--- src/hw/clamp_timing_pkg.sv ---
package clamp_timing_pkg;

  // Clock and period arithmetic
  localparam int unsigned CLK_MHZ          = 250;
  localparam int unsigned CLK_HZ           = CLK_MHZ * 1000000;
  localparam int unsigned CNT_W            = 24;
  localparam int unsigned DRIVE_STEP_US    = 100;  // 0.1 ms per code step
  localparam int unsigned DRIVE_STEP_CYC   = DRIVE_STEP_US * CLK_MHZ;
  localparam int unsigned DRIVE_BASE_STEPS = 5;    // Code 0 is 0.5 ms resonant
  localparam int unsigned MIN_FREQ_HIGH_HZ = 125;
  localparam int unsigned MIN_FREQ_LOW_HZ  = 45;
  localparam int unsigned RESYNC_HIGH_CYC  = CLK_HZ / MIN_FREQ_HIGH_HZ;
  localparam int unsigned RESYNC_LOW_CYC   = CLK_HZ / MIN_FREQ_LOW_HZ;

  // Register indices; byte address is four times the index
  localparam logic [5:0] IDX_RATED_LIMIT  = 6'h24;
  localparam logic [5:0] IDX_OD_LEVEL_ONE = 6'h25;
  localparam logic [5:0] IDX_OD_LEVEL_TWO = 6'h26;
  localparam logic [5:0] IDX_PERIOD_CFG   = 6'h27;
  localparam logic [5:0] IDX_BASE_OD      = 6'h28;
  localparam logic [5:0] IDX_CONTROL      = 6'h29;
  localparam logic [5:0] IDX_STATUS       = 6'h2a;

  // Values after reset
  localparam logic [7:0] RATED_LIMIT_RST  = 8'h64;
  localparam logic [7:0] OD_LEVEL_ONE_RST = 8'h80;
  localparam logic [7:0] OD_LEVEL_TWO_RST = 8'h00;
  localparam logic [7:0] PERIOD_CFG_RST   = 8'h10;
  localparam logic [7:0] BASE_OD_RST      = 8'hff;
  localparam logic [7:0] CONTROL_RST      = 8'h00;

  // Field positions
  localparam int unsigned CTRL_ECCENTRIC_BIT = 0;
  localparam int unsigned STAT_LIMIT_LSB     = 0;
  localparam int unsigned STAT_TRACK_BIT     = 8;
  localparam int unsigned STAT_LVL1_BIT      = 9;
  localparam int unsigned STAT_LVL2_BIT      = 10;

  // Layout of the resonance and drive-period register
  typedef struct packed {
    logic       lowest_resonance_select;
    logic       resync_timing_select;
    logic       reserved_bit;
    logic [4:0] drive_period_code;
  } period_cfg_t;

  // Conditions that steer the clamp choice
  typedef struct packed {
    logic overdrive_phase;
    logic battery_threshold_one;
    logic battery_threshold_two;
    logic calibration_active;
    logic diagnostic_active;
  } clamp_cond_t;

  // Avalon-MM request from the master
  typedef struct packed {
    logic [7:0]  address;
    logic        read;
    logic        write;
    logic [31:0] writedata;
    logic [3:0]  byteenable;
  } avmm_req_t;

endpackage : clamp_timing_pkg

--- src/hw/drive_period_timer.sv ---
`timescale 1ns/1ns
module drive_period_timer
  import clamp_timing_pkg::*;
#(
  parameter int unsigned WIDTH = CNT_W
) (
  input  wire logic             clk_sys,
  input  wire logic             reset,
  input  wire logic             restart,
  input  wire logic [WIDTH-1:0] period,
  output logic                  tick
);

  logic [WIDTH-1:0] count_r;
  logic [WIDTH-1:0] count_nxt;
  logic             tick_r;
  logic             tick_nxt;

  // Period counter; a period of zero or one ticks every cycle
  always_comb begin
    count_nxt = count_r + WIDTH'(1);
    tick_nxt  = 1'b0;
    if (restart) begin
      count_nxt = '0;
    end else if (count_r + WIDTH'(1) >= period) begin
      count_nxt = '0;
      tick_nxt  = 1'b1;
    end
  end

  always_ff @(posedge clk_sys) begin
    if (reset) begin
      count_r <= '0;
      tick_r  <= 1'b0;
    end else begin
      count_r <= count_nxt;
      tick_r  <= tick_nxt;
    end
  end

  assign tick = tick_r;

endmodule : drive_period_timer

--- src/hw/haptic_drive_clamp_timing.sv ---
`timescale 1ns/1ns
module haptic_drive_clamp_timing
  import clamp_timing_pkg::*;
#(
  parameter int unsigned STEP_CYCLES   = DRIVE_STEP_CYC,
  parameter int unsigned RESYNC_HIGH   = RESYNC_HIGH_CYC,
  parameter int unsigned RESYNC_LOW    = RESYNC_LOW_CYC,
  parameter logic [7:0]  BASE_OD_RESET = BASE_OD_RST
) (
  input  wire logic             clk_sys,
  input  wire logic             reset,
  input  wire logic [7:0]       address,
  input  wire logic             read,
  input  wire logic             write,
  input  wire logic [31:0]      writedata,
  input  wire logic [3:0]       byteenable,
  output logic [31:0]           readdata,
  output logic                  waitrequest,
  input  wire logic             overdrive_phase,
  input  wire logic             battery_threshold_one,
  input  wire logic             battery_threshold_two,
  input  wire logic             calibration_active,
  input  wire logic             diagnostic_active,
  input  wire logic             drive_start,
  input  wire logic             bemf_valid,
  input  wire logic             actuator_present,
  input  wire logic             resonance_update,
  input  wire logic [CNT_W-1:0] resonance_period,
  output logic [7:0]            effective_limit,
  output logic [CNT_W-1:0]      drive_period,
  output logic [CNT_W-1:0]      resync_interval,
  output logic                  drive_tick,
  output logic                  tracking
);

  // Period in cycles for a code; eccentric mode doubles the time
  function automatic logic [CNT_W-1:0] code_cycles(input logic [4:0] code,
                                                   input logic       eccentric);
    logic [CNT_W-1:0] base;
    base = CNT_W'((DRIVE_BASE_STEPS + 32'(code)) * STEP_CYCLES);
    return eccentric ? CNT_W'({base, 1'b0}) : base;
  endfunction : code_cycles

  function automatic logic [7:0] lower_of(input logic [7:0] a, input logic [7:0] b);
    return (a < b) ? a : b;
  endfunction : lower_of

  avmm_req_t   req;
  clamp_cond_t cond;
  assign req  = '{address, read, write, writedata, byteenable};
  assign cond = '{overdrive_phase, battery_threshold_one, battery_threshold_two,
                  calibration_active, diagnostic_active};

  // Register file and bus slave
  logic [7:0]  rated_r, rated_nxt;
  logic [7:0]  lvl1_r, lvl1_nxt;
  logic [7:0]  lvl2_r, lvl2_nxt;
  logic [7:0]  base_r, base_nxt;
  logic [7:0]  ctrl_r, ctrl_nxt;
  period_cfg_t pcfg_r, pcfg_nxt;
  logic        wait_r, wait_nxt;
  logic [31:0] rdata_r, rdata_nxt;
  logic [5:0]  index;
  logic        aligned;
  logic        accept;
  logic        lvl1_used_r, lvl2_used_r;
  logic [7:0]  limit_r, limit_nxt;
  logic        track_r, track_nxt;

  assign index   = req.address[7:2];
  assign aligned = (req.address[1:0] == 2'b00);
  // The request is taken at the edge where waitrequest is seen low
  assign accept  = (req.read | req.write) & ~wait_r;

  // Waitrequest drops for one cycle, one cycle after the request shows
  always_comb begin
    wait_nxt  = 1'b1;
    rdata_nxt = rdata_r;
    rated_nxt = rated_r;
    lvl1_nxt  = lvl1_r;
    lvl2_nxt  = lvl2_r;
    base_nxt  = base_r;
    ctrl_nxt  = ctrl_r;
    pcfg_nxt  = pcfg_r;
    if ((req.read | req.write) & wait_r) begin
      wait_nxt  = 1'b0;
      rdata_nxt = 32'h0000_0000; // Unmapped or misaligned reads answer zero
      if (req.read & aligned) begin
        unique case (index)
          IDX_RATED_LIMIT:  rdata_nxt[7:0] = rated_r;
          IDX_OD_LEVEL_ONE: rdata_nxt[7:0] = lvl1_r;
          IDX_OD_LEVEL_TWO: rdata_nxt[7:0] = lvl2_r;
          IDX_PERIOD_CFG:   rdata_nxt[7:0] = pcfg_r;
          IDX_BASE_OD:      rdata_nxt[7:0] = base_r;
          IDX_CONTROL:      rdata_nxt[7:0] = ctrl_r;
          IDX_STATUS: begin
            rdata_nxt[STAT_LIMIT_LSB +: 8] = limit_r;
            rdata_nxt[STAT_TRACK_BIT]      = track_r;
            rdata_nxt[STAT_LVL1_BIT]       = lvl1_used_r;
            rdata_nxt[STAT_LVL2_BIT]       = lvl2_used_r;
          end
          default: rdata_nxt = 32'h0000_0000;
        endcase
      end
    end
    // Only the low byte lane carries data; other lanes are ignored
    if (accept & req.write & aligned & req.byteenable[0]) begin
      unique case (index)
        IDX_RATED_LIMIT:  rated_nxt = req.writedata[7:0];
        IDX_OD_LEVEL_ONE: lvl1_nxt  = req.writedata[7:0];
        IDX_OD_LEVEL_TWO: lvl2_nxt  = req.writedata[7:0];
        IDX_PERIOD_CFG:   pcfg_nxt  = req.writedata[7:0];
        IDX_BASE_OD:      base_nxt  = req.writedata[7:0];
        IDX_CONTROL:      ctrl_nxt  = {7'h00, req.writedata[CTRL_ECCENTRIC_BIT]};
        default:          ;
      endcase
    end
  end

  always_ff @(posedge clk_sys) begin
    if (reset) begin
      wait_r  <= 1'b1;
      rdata_r <= 32'h0000_0000;
      rated_r <= RATED_LIMIT_RST;
      lvl1_r  <= OD_LEVEL_ONE_RST;
      lvl2_r  <= OD_LEVEL_TWO_RST;
      base_r  <= BASE_OD_RESET;
      ctrl_r  <= CONTROL_RST;
      pcfg_r  <= PERIOD_CFG_RST;
    end else begin
      wait_r  <= wait_nxt;
      rdata_r <= rdata_nxt;
      rated_r <= rated_nxt;
      lvl1_r  <= lvl1_nxt;
      lvl2_r  <= lvl2_nxt;
      base_r  <= base_nxt;
      ctrl_r  <= ctrl_nxt;
      pcfg_r  <= pcfg_nxt;
    end
  end

  // Clamp selection
  logic       eccentric;
  logic       battery_ok;
  logic [7:0] od_sel;
  logic       lvl1_used_nxt, lvl2_used_nxt;

  assign eccentric  = ctrl_r[CTRL_ECCENTRIC_BIT];
  // Battery levels are meaningless while calibrating or diagnosing
  assign battery_ok = ~(cond.calibration_active | cond.diagnostic_active);

  // Level two outranks level one, which outranks the base limit
  always_comb begin
    od_sel        = base_r;
    lvl1_used_nxt = 1'b0;
    lvl2_used_nxt = 1'b0;
    if (battery_ok & cond.battery_threshold_two) begin
      od_sel        = lvl2_r;
      lvl2_used_nxt = 1'b1;
    end else if (battery_ok & cond.battery_threshold_one) begin
      od_sel        = lvl1_r;
      lvl1_used_nxt = 1'b1;
    end
    // Steady state takes the rated limit unless the other is lower
    limit_nxt = cond.overdrive_phase ? od_sel : lower_of(rated_r, od_sel);
  end

  always_ff @(posedge clk_sys) begin
    if (reset) begin
      limit_r     <= 8'h00;
      lvl1_used_r <= 1'b0;
      lvl2_used_r <= 1'b0;
    end else begin
      limit_r     <= limit_nxt;
      lvl1_used_r <= lvl1_used_nxt;
      lvl2_used_r <= lvl2_used_nxt;
    end
  end

  // Drive period, tracking and resync
  logic [CNT_W-1:0] period_r, period_nxt;
  logic [CNT_W-1:0] resync_r, resync_nxt;
  logic [CNT_W-1:0] code_per;
  logic             track_ok;

  assign code_per = code_cycles(pcfg_r.drive_period_code, eccentric);
  assign track_ok = ~eccentric & bemf_valid & actuator_present;

  // Code seeds the period; measured resonance refines it afterwards
  always_comb begin
    track_nxt  = track_r & track_ok;
    period_nxt = period_r;
    if (drive_start | ~track_ok) begin
      period_nxt = code_per;
      track_nxt  = 1'b0;
    end else if (resonance_update && resonance_period != '0) begin
      period_nxt = resonance_period;
      track_nxt  = 1'b1;
    end
    // Resync from the lowest frequency, or from 1.25 times the period
    if (pcfg_r.resync_timing_select) begin
      resync_nxt = period_r + (period_r >> 2);
    end else if (pcfg_r.lowest_resonance_select) begin
      resync_nxt = CNT_W'(RESYNC_LOW);
    end else begin
      resync_nxt = CNT_W'(RESYNC_HIGH);
    end
  end

  always_ff @(posedge clk_sys) begin
    if (reset) begin
      period_r <= '0;
      resync_r <= '0;
      track_r  <= 1'b0;
    end else begin
      period_r <= period_nxt;
      resync_r <= resync_nxt;
      track_r  <= track_nxt;
    end
  end

  // Ticks drive half-cycles, or back-EMF samples in eccentric mode
  drive_period_timer #(
    .WIDTH (CNT_W)
  ) u_timer (
    .clk_sys (clk_sys),
    .reset   (reset),
    .restart (drive_start),
    .period  (period_r),
    .tick    (drive_tick)
  );

  assign readdata        = rdata_r;
  assign waitrequest     = wait_r;
  assign effective_limit = limit_r;
  assign drive_period    = period_r;
  assign resync_interval = resync_r;
  assign tracking        = track_r;
endmodule : haptic_drive_clamp_timing
--- config.mk ---
export PLATFORM = sky130hd
export DESIGN_NAME = haptic_drive_clamp_timing
export DESIGN_NICKNAME = d
export VERILOG_FILES = /design/src/hw/clamp_timing_pkg.sv /design/src/hw/drive_period_timer.sv /design/src/hw/haptic_drive_clamp_timing.sv
export SDC_FILE = /design/constraint.sdc
export NUM_CORES = 1
export LEC_CHECK = 0
export BUFFER_PORTS_ARGS = -buffer_cell sky130_fd_sc_hd__buf_2
export CAP_MARGIN = 20
export CORE_UTILIZATION = 27
export CTS_BUF_LIST = sky130_fd_sc_hd__clkbuf_4
export CTS_CLUSTER_DIAMETER = 60
export DETAILED_ROUTE_END_ITERATION = 8
export MAX_ROUTING_LAYER = met4
export PLACE_DENSITY = 0.57
export REMOVE_ABC_BUFFERS = 1
export SLEW_MARGIN = 20
export SYNTH_ARGS = -nofsm -noshare
export SYNTH_HDL_FRONTEND = slang
export SYNTH_SLANG_ARGS = --single-unit
--- constraint.sdc ---
create_clock -name clk_sys -period 3.8 [get_ports clk_sys]
set_input_delay 0.76 -clock clk_sys [delete_from_list [all_inputs] [get_ports clk_sys]]
set_output_delay 0.76 -clock clk_sys [all_outputs]
set_load 0.02 [all_outputs]
# Yosys cells after proc, flatten, opt, wreduce, memory -nomap -nowiden
# Index checks and enable logic that the tools add are counted.
[classes]
bitwise_logic = 18
n_div = 0
multipliers = 1
n_reduce_logical = 14
n_lt_le_gt_ge = 2
shifts = 0
mux = 17
n_addsub = 3
eq_ne = 7
[op_table]
columns = ["cell", "n"]
rows = [
  ["24-bit two-way mux", 3],
  ["8-bit case mux with 7 select lines", 1],
  ["6-bit equality test, second input constant", 7],
  ["8-bit two-way mux", 4],
  ["24-bit by 1-bit adder with 24-bit output, second input constant", 1],
  ["24-bit by 22-bit adder with 24-bit output", 1],
  ["24-bit >= comparator", 1],
  ["24-bit nonzero test", 1],
  ["23-bit two-way mux", 1],
  ["22-bit two-way mux", 1],
  ["6-bit by 12-bit multiplier with 18-bit output, second input constant", 1],
  ["2-bit AND reduction", 6],
  ["1-bit bitwise AND", 11],
  ["11-bit two-way mux", 1],
  ["8-bit less-than comparator", 1],
  ["3-bit by 5-bit adder with 6-bit output, first input constant", 1],
  ["2-bit OR reduction", 3],
  ["1-bit two-way mux", 5],
  ["1-bit inverter", 4],
  ["3-bit two-way mux", 1],
  ["1-bit bitwise OR", 3],
  ["3-bit OR reduction", 1],
  ["2-bit zero test", 1],
  ["2-bit nonzero test", 1],
  ["1-bit logical AND", 1],
]
[totals]
latch_bits = 0
romBits = 0
inputBits = 81
regBits = 158
mem_bits_rw = 0
mem_count = 0

# Depth between registers and ports, before layout
# Gate-level depths: netlist (run 1).
[logic_depth]
word_depth = 8
depth_mapped = 17
mapped_depth_nobuf = 16

# By module
# A second synthesis (run 1) with hierarchy kept.
[unflattened]
cells_unflattened = 1029
area_unflattened_um2 = 9021.2
[modules_own_cells]
columns = ["module", "area_per_inst_um2", "instances", "cells_per_inst"]
rows = [
  ["haptic_drive_clamp_timing", 7270.7, 1, 830],
  ["drive_period_timer", 1750.4, 1, 199],
]

# Worst setup path before layout (run 1)
# No wires, ideal clock.
[synth_path]
kind = "register to register"
start = "register pcfg_r[0] in the netlist's numbering"
end = "register period_r[19] (netlist: drive_period[19])"
stages_incl_launch_ff = 18
n_path_buf = 1
arrival_time_ps = 3907
setup_ps = 91
required_ps = 3709
slack_ps = -198
cell_sequence = "dfxtp_1 > clkbuf_1 > inv_1 > ha_1 > inv_1 > ha_1 > ha_1 > inv_1 > fa_1 > inv_1 > ha_1 > nor2b_1 > o31a_1 > o31a_1 > o21ai_0 > a31oi_1 > mux2i_1 > a311oi_1"
[synth_between]
elab_chain_len = 4
[synth_rtl]
columns = ["item", "line_no", "source"]
rows = [
  ["from (decl)", "haptic_drive_clamp_timing.sv:60", "period_cfg_t pcfg_r, pcfg_nxt;"],
  ["from (signal assigned)", "haptic_drive_clamp_timing.sv:138", "pcfg_r <= pcfg_nxt;"],
  ["3-bit by 5-bit adder with 6-bit output", "haptic_drive_clamp_timing.sv:40", "base = CNT_W'((DRIVE_BASE_STEPS + 32'(code)) * STEP_CYCLES);"],
  ["6-bit by 12-bit multiplier with 18-bit output", "haptic_drive_clamp_timing.sv:40", ""],
  ["22-bit two-way mux", "haptic_drive_clamp_timing.sv:41", "return eccentric ? CNT_W'({base, 1'b0}) : base;"],
  ["24-bit two-way mux", "haptic_drive_clamp_timing.sv:193", "if (drive_start | ~track_ok) begin"],
  ["to (signal assigned)", "haptic_drive_clamp_timing.sv:216", "period_r <= period_nxt;"],
  ["to (decl)", "haptic_drive_clamp_timing.sv:181", "logic [CNT_W-1:0] period_r, period_nxt;"],
]
# Every way passes these cells.
# A chain may end at the register's enable or synchronous reset.

# Worst setup path after layout (run 1)
[layout_path]
start = "register pcfg_r[0] in the netlist's numbering"
end = "register period_r[16] (netlist: drive_period[16])"
# The elaborated chain is that of the path after synthesis.

==> flow_summary.yaml, run 1 <==
outcome:
  outcome: "complete, no violations"
layout:
  final_area_mm2: 0.0109
  fillers: 3511
  drive_gt1_frac: 0.218
  seq_area_mm2: 0.00275
  nNetsFinal: 1402
  area_growth_pct: 21.6
  multi_input_area_mm2: 0.00591
detailed_routing:
  dr.pass1.iters: 5
  via_per_inst: 4.98
  wl_per_cell_um: 16.3
  via_count: 8376
  ant_nets: 0
  drt-initial-drc-count: 489
  drcViolationCount: 0
  routed_wirelength_mm: 27.4
clocking:
  clkTransAtPathRegs_ns: 0.12
  clk_latency_ns: 0.57
  cts.sinks: 137
  cts_tree: "built"
  numCtsBuffers: 17
  cts.root.buffer_cell: "clkbuf_4"
  cts_max_level: 4
  ctsLongestPathBuffers: 2
global_route:
  grt_pass1_vias: 7944
  antenna_found_initial: 2
  grt_max_degree: 50
  track_usage: 0.168
  overflow: 0
  grt_pass1_wl_mm: 42.9
pwr:
  peakVddDrop_mv: 0.216
  power_density_mw_per_mm2: 283
  p_leak_nw: 4.77
placement:
  gp_congestion: 0.860
  dp_hpwl_mm: 21.3
  pre_cts_ws_ns: -0.246
  placement.io_buffers: 123
  placed_area_mm2: 0.0103
run:
  drv_cap: 0
timing:
  hold_violations: 0
  drv_slew: 0
  fin_skew_ns: 0.0217
  layout_setup_ws_ns: 0.0315
  hold_ws_ns: 0.371
  slew_headroom: 0.427
  period_share: 0.992
  tightestPinTransition_ns: 0.853
  max_freq_ghz: 0.265
  rsz0062_at_grt: "true"
  setup_violations: 0
  fin_crit_ns: 3.77
  fin_tns_setup_ns: 0
die:
  fp.dieH_um: 184
  initial_core_util: 0.274
  coreArea_mm2: 0.0325
  rows: 66
  pin_count: 172
  dieArea_mm2: 0.0338
  die_x_um: 184
synthesis:
  netlist_instances: 1062
  synth_area_leaders: "dfxtp_1, ha_1, mux2i_1"
  ys_seq_area_frac: 0.307
  yosysTopAreaCell: "dfxtp_1"
  async_flop_share: 0
  synth_most_common_cell: "dfxtp_1"
  ys.flop_type: "dfxtp_1"
  synth_seq_cells: 137
  netlist_top_cells_count: "dfxtp_1, nor2_1, ha_1, nand2_1, a21oi_1"
  synth_warnings: 0
  syn_area_mm2: 0.00892
  synth_cell_types: 79
  syn_area_per_cell_um2: 8.40
  synth_edf_count: 0
  netlist.area_leader.share: 0.307
setup_path:
  cp_data_arrival_time_ns: 4.25
  end_kind: "register"
  slowest_stage: "fa_1"
  crit_chain: "ha_4, o21ai_4, xor2_2, xnor2_1, ha_1, inv_2, fa_1, inv_2, ha_4, nor2b_4, o31a_1, o31a_1, buf_4, o22a_1, xor2_1, a21oi_1, o32ai_1"
  reg2reg_depth: 17
  worst_path_largest_cell_delay_ns: 0.48
  cp_max_fo: 5
  crit_buf_inv: 3
  worstPathRequired_ns: 4.28
  crit_type: "reg2reg"
  crit_family: "compound AO/OA/AOI/OAI gates"
  cp.depth: 17
  cp-start-kind: "register"
worst_hold_path:
  hold_class: "in2reg"
  hold_depth: 2
[power breakdown]
group / internal (mW) / switching, mW
sequential: 1.46 / 0.0352
combinational: 0.153 / 0.255
clock: 0.588 / 0.578
total: 2.20 / 0.868
[layer usage]
metal  vias to the layer above  GRT usage  routed length [µm]  part of all wire
met4                         0     0.0497                 563             0.021
li1                       4135          -                   -                 -
met5                         -          -                   0                 0
met2                       217      0.274               12800              0.47
met3                        30     0.0317                1460             0.053
met1                      3994      0.210               12600              0.46
[cells by family after synthesis]
logic type / after synthesis / synth area share
AOI/OAI and AO/OA: 260 / 0.202
other: 1 / 0.000420
and+or+nand+nor: 367 / 0.200
xor gates and xnor gates: 46 / 0.0452
DFF: 137 / 0.307
buffers and inverters: 113 / 0.0581
adders and majority gates: 94 / 0.136
muxes: 44 / 0.0508
[worst paths after layout]
check,start,end,slack [ns]
max,pcfg_r[0],drive_period[16],0.03
max reg2reg,pcfg_r[0],drive_period[16],0.03
min,battery_threshold_two,lvl1_used_r,0.37
min reg2reg,lvl2_r[3],lvl2_r[3],0.48
[stage by stage]
step,power (mW),cells,util
2_1_floorplan,1.75,1020,-
3_3_place_gp,1.93,1647,0.317
3_5_place_dp,1.94,1647,0.317
4_1_cts,3.10,1678,0.328
5_1_grt,3.21,1683,0.333
6_report,3.07,1683,0.333
[state kept, by name, summed over array words and instances, names as in the netlist, 8 cells and up]
signal / cells
drive_period: 24
resync_interval: 24
u_timer.count_r: 24
readdata: 11
base_r: 8
effective_limit: 8
lvl1_r: 8
lvl2_r: 8
pcfg_r: 8
rated_r: 8
[cells in the final DEF (no fill, tap or decap), drive strengths merged, types with 8 or more instances in the layout]
master,Yosys,routed
a211oi,20,20
nand2,89,89
nand3,52,52
conb,1,21
a21o,18,18
buf,33,188
ha,89,89
nor2b,13,13
xnor2,31,31
nand4,8,8
nor3,22,22
nor2,97,97
o21a,18,18
o21ai,33,33
a22oi,22,22
inv,51,52
nor4,9,9
xor2,15,15
a21oi,69,69
clkbuf,29,18
and2,33,33
nand2b,9,9
nor3b,8,8
mux2i,43,43
dfxtp,137,137
[what timing repair did]
action,4_1_cts,5_1_grt
endpoints found under the hold margin,0,0
setup endpoints to repair,8,8
pin swaps,4,23
resized for setup,10,29
setup buffers,0,3
hold buffers,0,0
[final cells by class]
| cell class | instances | area share |
|---|---|---|
| well taps | 442 | 0.0510 |
| diodes | 2 | 0.000461 |
| clock inverters | 13 | 0.0186 |
| flip-flops and latches | 137 | 0.254 |
| multi-input cells | 832 | 0.545 |
| clock buffers | 18 | 0.0125 |
| repair buffers | 188 | 0.102 |
| inverters | 51 | 0.0176 |
No activity file was read; power rests on OpenSTA's default activity.
==> inputs of run 2 (changes only) <==
Settings changed: PLACE_DENSITY 0.57 to 0.56.
Clock period 3.8 ns to 3.86 ns, I/O delays scaled along.
==> run 2 against run 1 <==
- critical endpoint is now drive_period[20]
- final cell count decreased by 0.48%
- clock power decreased by 11%
- global-route usage decreased by 0.12 points
- clock skew increased by 0.0093 ns
- combinational power decreased by 2%
- sequential power about the same
- clock-buffer cell count decreased by 1
- register-to-register slack improved by 0.096 ns
- sequential share of layout area increased by 0.30 points
- routed wire length decreased by 0.30%
==> flow_summary.yaml, run 2 (synthesis gave the netlist of run 1 again) <==
setup_path:
  worst_path_largest_cell_delay_ns: 0.49
  slowest_stage: "fa_1"
  critPathMostFrequentCell: "buf_4"
  crit_chain: "ha_4, o21ai_4, xor2_2, buf_4, xnor2_1, ha_1, inv_1, fa_1, inv_2, ha_4, nor2b_2, o31a_1, o31a_1, o22a_1, buf_4, buf_4, nand3_1, o2111ai_2, o221ai_1"
  cp-start-kind: "register"
  crit_type: "reg2reg"
  cp_data_arrival_time_ns: 4.23
  end_kind: "register"
  ff2ff_setup_slack_ns: 0.13
  cp_max_fo: 4
  worstPathRequired_ns: 4.35
pwr:
  peakVddDrop_mv: 0.162
  finalPower_mw: 2.91
  pwr-share-seq: 0.506
  intPower_mw: 2.04
  power_density_mw_per_mm2: 272
  p_leak_nw: 4.69
  swShare: 0.300
  p_sw_mw: 0.874
  clkPwrFrac: 0.357
  comb_power_share: 0.138
layout:
  multi_input_area_mm2: 0.00587
  drive_gt1_frac: 0.209
  seq_area_mm2: 0.00275
  final_common_cell: "dfxtp_1"
  nNetsFinal: 1394
  fillers: 3493
  final_cell_mix: "dfxtp_1, buf_2, nor2_1"
  area_growth_pct: 20.2
clocking:
  cts.sinks: 137
  cts_max_level: 4
  ctsLongestPathBuffers: 2
  clk_latency_ns: 0.58
  numCtsBuffers: 17
  cts.root.buffer_cell: "clkbuf_4"
  clkTransAtPathRegs_ns: 0.13
  hold_buffers: 0
  cts_tree: "built"
timing:
  drv_slew: 0
  period_share: 0.967
  fin_crit_ns: 3.73
  setup_violations: 0
  tightestPinTransition_ns: 0.944
  hold_violations: 0
  fin_skew_ns: 0.0309
  hold_ws_ns: 0.373
  max_freq_ghz: 0.268
  slew_headroom: 0.365
global_route:
  antenna_found_initial: 1
  met3_usage: 0.0267
  grt_max_degree: 50
  grt_pass1_vias: 7851
  grt_util_met2: 0.270
  track_usage: 0.167
  grt_pass1_wl_mm: 42.7
  grt-busiest-layer: "met2"
  overflow: 0
  grt_use_met1: 0.213
detailed_routing:
  drcViolationCount: 0
  dr.pass1.iters: 6
  routed_wirelength_mm: 27.3
  ant_nets: 0
  via_count: 8287
  drt-initial-drc-count: 601
  via_per_inst: 4.95
  wl_per_cell_um: 16.3
placement:
  dp_hpwl_mm: 21.1
  placement.io_buffers: 123
  gp_congestion: 0.880
outcome:
  outcome: "complete, no violations"
die:
  dieArea_mm2: 0.0338
  fp.dieH_um: 184
  pin_count: 172
  coreArea_mm2: 0.0325
  die_x_um: 184
  initial_core_util: 0.274
  rows: 66
worst_hold_path:
  hold_class: "in2reg"
run:
  drv_cap: 0
run 2: per-layer routing:
metal  routed length, µm  vias up
li1                    -     4124
met1               12700     3910
met2               12900      221
met3                1220       32
met4                 484        0
met5                   0        -
run 2: critical path: cells and delay by family, from the launching register on:
family | cells | cell delay (ns)
flip-flops | 1 | 0.39
AO/OA/AOI/OAI | 6 | 1.16
AND/OR/NAND/NOR | 2 | 0.24
buffers and inverters | 5 | 0.49
adder cells (fa/ha/maj) | 4 | 1.17
XOR/XNOR | 2 | 0.22
run 2: power by group through the flow:
stage | registers (mW) | clock network (mW) | logic (mW)
after floorplan | 1.52 | 0 | 0.206
after global placement | 1.51 | 0 | 0.394
after detailed placement | 1.51 | 0 | 0.398
after CTS | 1.47 | 1.07 | 0.401
after global routing | 1.48 | 1.14 | 0.443
final | 1.47 | 1.04 | 0.401
run 2: through the flow:
step / setup slack [ns] / instances / TNS, ns / cell area [µm²] / util
after floorplan: -0.0284 / 1020 / -0.0610 / 8670 / -
after global placement: -0.200 / 1637 / -0.856 / 10200 / 0.315
after detailed placement: -0.283 / 1637 / -1.26 / 10200 / 0.315
after CTS: 0.00314 / 1672 / 0 / 10600 / 0.326
after global routing: -0.0247 / 1675 / -0.0756 / 10700 / 0.330
final: 0.128 / 1675 / 0 / 10700 / 0.330
run 2: timing repair:
action                                  4_1_cts  5_1_grt
buffers inserted                              3        2
gates resized for setup                      13       19
endpoints found under the setup margin        7        8
pin swaps                                     7       13
run 2: path summary, 6_finish.rpt:
path	start	end	depth (start not counted)
worst max-delay path	pcfg_r[0]	drive_period[20]	19
worst min register to register	lvl2_r[5]	lvl2_r[5]	2
worst max register to register	pcfg_r[0]	drive_period[20]	19
worst min-delay path	battery_threshold_two	lvl1_used_r	2
run 2: layout make-up:
class / instances / area share
multi-input combinational: 832 / 0.547
sequential: 137 / 0.257
timing repair buffer: 180 / 0.0985
tap: 442 / 0.0516
inverter: 51 / 0.0179
clock inverter: 15 / 0.0162
clock buffer: 17 / 0.0119
antenna: 1 / 0.000233
==> inputs of run 3 (changes only) <==
Settings changed: CORE_ASPECT_RATIO from default to 0.6, SETUP_SLACK_MARGIN from default to 0.5.
==> run 3 against run 2 <==
- via count is 3.7% higher
- global-route usage is 1.6 points higher
- clock power hardly changed
- routed wire length is 11% higher
- worst hold slack better by 0.016 ns
- register-to-register slack worse by 0.03 ns
- critical path depth is 3 lower
==> flow_summary.yaml, run 3 (synthesis gave the netlist of run 1 again) <==
outcome:
  outcome: "complete, no violations"
detailed_routing:
  via_per_inst: 5.11
  ant_nets: 0
  routed_wirelength_mm: 30.2
  via_count: 8597
  dr.pass1.iters: 5
  drt-initial-drc-count: 673
  drcViolationCount: 0
  wl_per_cell_um: 18.0
timing:
  fin_tns_setup_ns: 0
  fin_skew_ns: 0.0293
  drv_slew: 0
  setup_violations: 0
  tightestPinTransition_ns: 0.865
  max_freq_ghz: 0.266
  rsz0062_at_grt: "true"
  slew_headroom: 0.419
  hold_violations: 0
  hold_ws_ns: 0.390
  period_share: 0.974
  fin_crit_ns: 3.76
pwr:
  power_density_mw_per_mm2: 265
  pwr-share-seq: 0.498
  clkPwrFrac: 0.361
  intPower_mw: 2.07
  swShare: 0.301
  finalPower_mw: 2.96
  p_leak_nw: 4.83
  p_sw_mw: 0.889
  peakVddDrop_mv: 0.150
  comb_power_share: 0.141
clocking:
  cts_tree: "built"
  clk_latency_ns: 0.60
  clkTransAtPathRegs_ns: 0.12
  cts.sinks: 137
  hold_buffers: 0
  cts_max_level: 4
  numCtsBuffers: 17
  cts.root.buffer_cell: "clkbuf_4"
  ctsLongestPathBuffers: 2
placement:
  placement.io_buffers: 123
  placed_area_mm2: 0.0103
  gp_congestion: 0.905
  dp_hpwl_mm: 23.8
setup_path:
  worstPathRequired_ns: 4.34
  cp-start-kind: "register"
  cp_data_arrival_time_ns: 4.24
  crit_type: "reg2reg"
  cp_max_fo: 5
  end_kind: "register"
layout:
  final_cell_mix: "dfxtp_1, buf_2, nor2_1"
  drive_gt1_frac: 0.253
  nNetsFinal: 1411
  final_area_mm2: 0.0111
  area_growth_pct: 25.0
  final_common_cell: "dfxtp_1"
die:
  coreArea_mm2: 0.0325
  fp.dieH_um: 143
  rows: 51
  initial_core_util: 0.275
  dieArea_mm2: 0.0338
  pin_count: 172
  die_x_um: 237
global_route:
  overflow: 0
  track_usage: 0.183
  grt_max_degree: 64
  grt_pass1_vias: 8085
  antenna_found_initial: 9
  grt_pass1_wl_mm: 46.1
worst_hold_path:
  hold_class: "in2reg"
run:
  drv_cap: 0
run 3: cell count changes in the layout (fill, tap and decap cells not counted), moves of 5 or more:
| cell | before | now |
|---|---|---|
| ha_1 | 85 | 69 |
| diode_2 | 1 | 9 |
| buf_4 | 56 | 73 |
| inv_2 | 2 | 7 |
| inv_1 | 49 | 43 |
| ha_4 | 4 | 15 |
| ha_2 | 0 | 5 |
run 3: worst paths after layout:
kind / startpoint / to / slack (ns) / depth (start not counted)
max reg2reg: pcfg_r[0] / drive_period[18] / 0.10 / 16
min reg2reg: lvl2_r[0] / lvl2_r[0] / 0.49 / 2
min: battery_threshold_two / lvl1_used_r / 0.39 / 2
max: pcfg_r[0] / drive_period[18] / 0.10 / 16
run 3: area by class of cell:
type / instances / area, µm²
diodes: 9 / 22.5
multi-input cells: 832 / 6150
repair buffers: 197 / 1180
clock inverters: 13 / 171
fillers: 3367 / 21300
well taps: 424 / 531
clock buffers: 19 / 143
flip-flops and latches: 137 / 2750
inverters: 51 / 194
run 3: repair_timing:
item / CTS / global route
pin swaps: 33 / 21
endpoints found under the setup margin: 37 / 37
gates cloned: 0 / 0
buffers inserted: 4 / 2
resized for setup: 58 / 27
run 3: per-layer routing:
metal | GRT usage | up-vias | part of all wire
li1 | - | 4162 | -
met1 | 0.267 | 4155 | 0.52
met2 | 0.247 | 258 | 0.40
met3 | 0.0381 | 22 | 0.068
met4 | 0.0547 | 0 | 0.010
met5 | - | - | 0
run 3: per-stage QoR:
step                utilization  instances  setup WS (ns)
finish                    0.343       1682          0.102
global placement          0.318       1635         -0.266
global route              0.343       1682        -0.0402
detailed placement        0.318       1635         -0.302
floorplan                     -       1020        -0.0284
CTS                       0.338       1671         0.0477
run 3: worst max-delay path, stage by stage (launching register included):
cell and delay, ns:
dfxtp_4 0.41, ha_4 0.19, o21ai_4 0.15, xor2_2 0.23, xnor2_2 0.12, ha_4 0.28
inv_2 0.03, fa_1 0.52, inv_2 0.05, ha_4 0.22, o21ai_0 0.31, o21ai_2 0.16
a21oi_2 0.21, o31ai_2 0.08, xor2_1 0.16, or2_2 0.29, a32o_1 0.27
run 3: power groups by stage:
stage                     Clock (mW)  Combinational [mW]  Sequential [mW]
final                           1.07               0.417             1.47
after global routing            1.16               0.454             1.47
after CTS                       1.11               0.411             1.47
after detailed placement           0               0.408             1.50
after floorplan                    0               0.206             1.52
after global placement             0               0.406             1.50
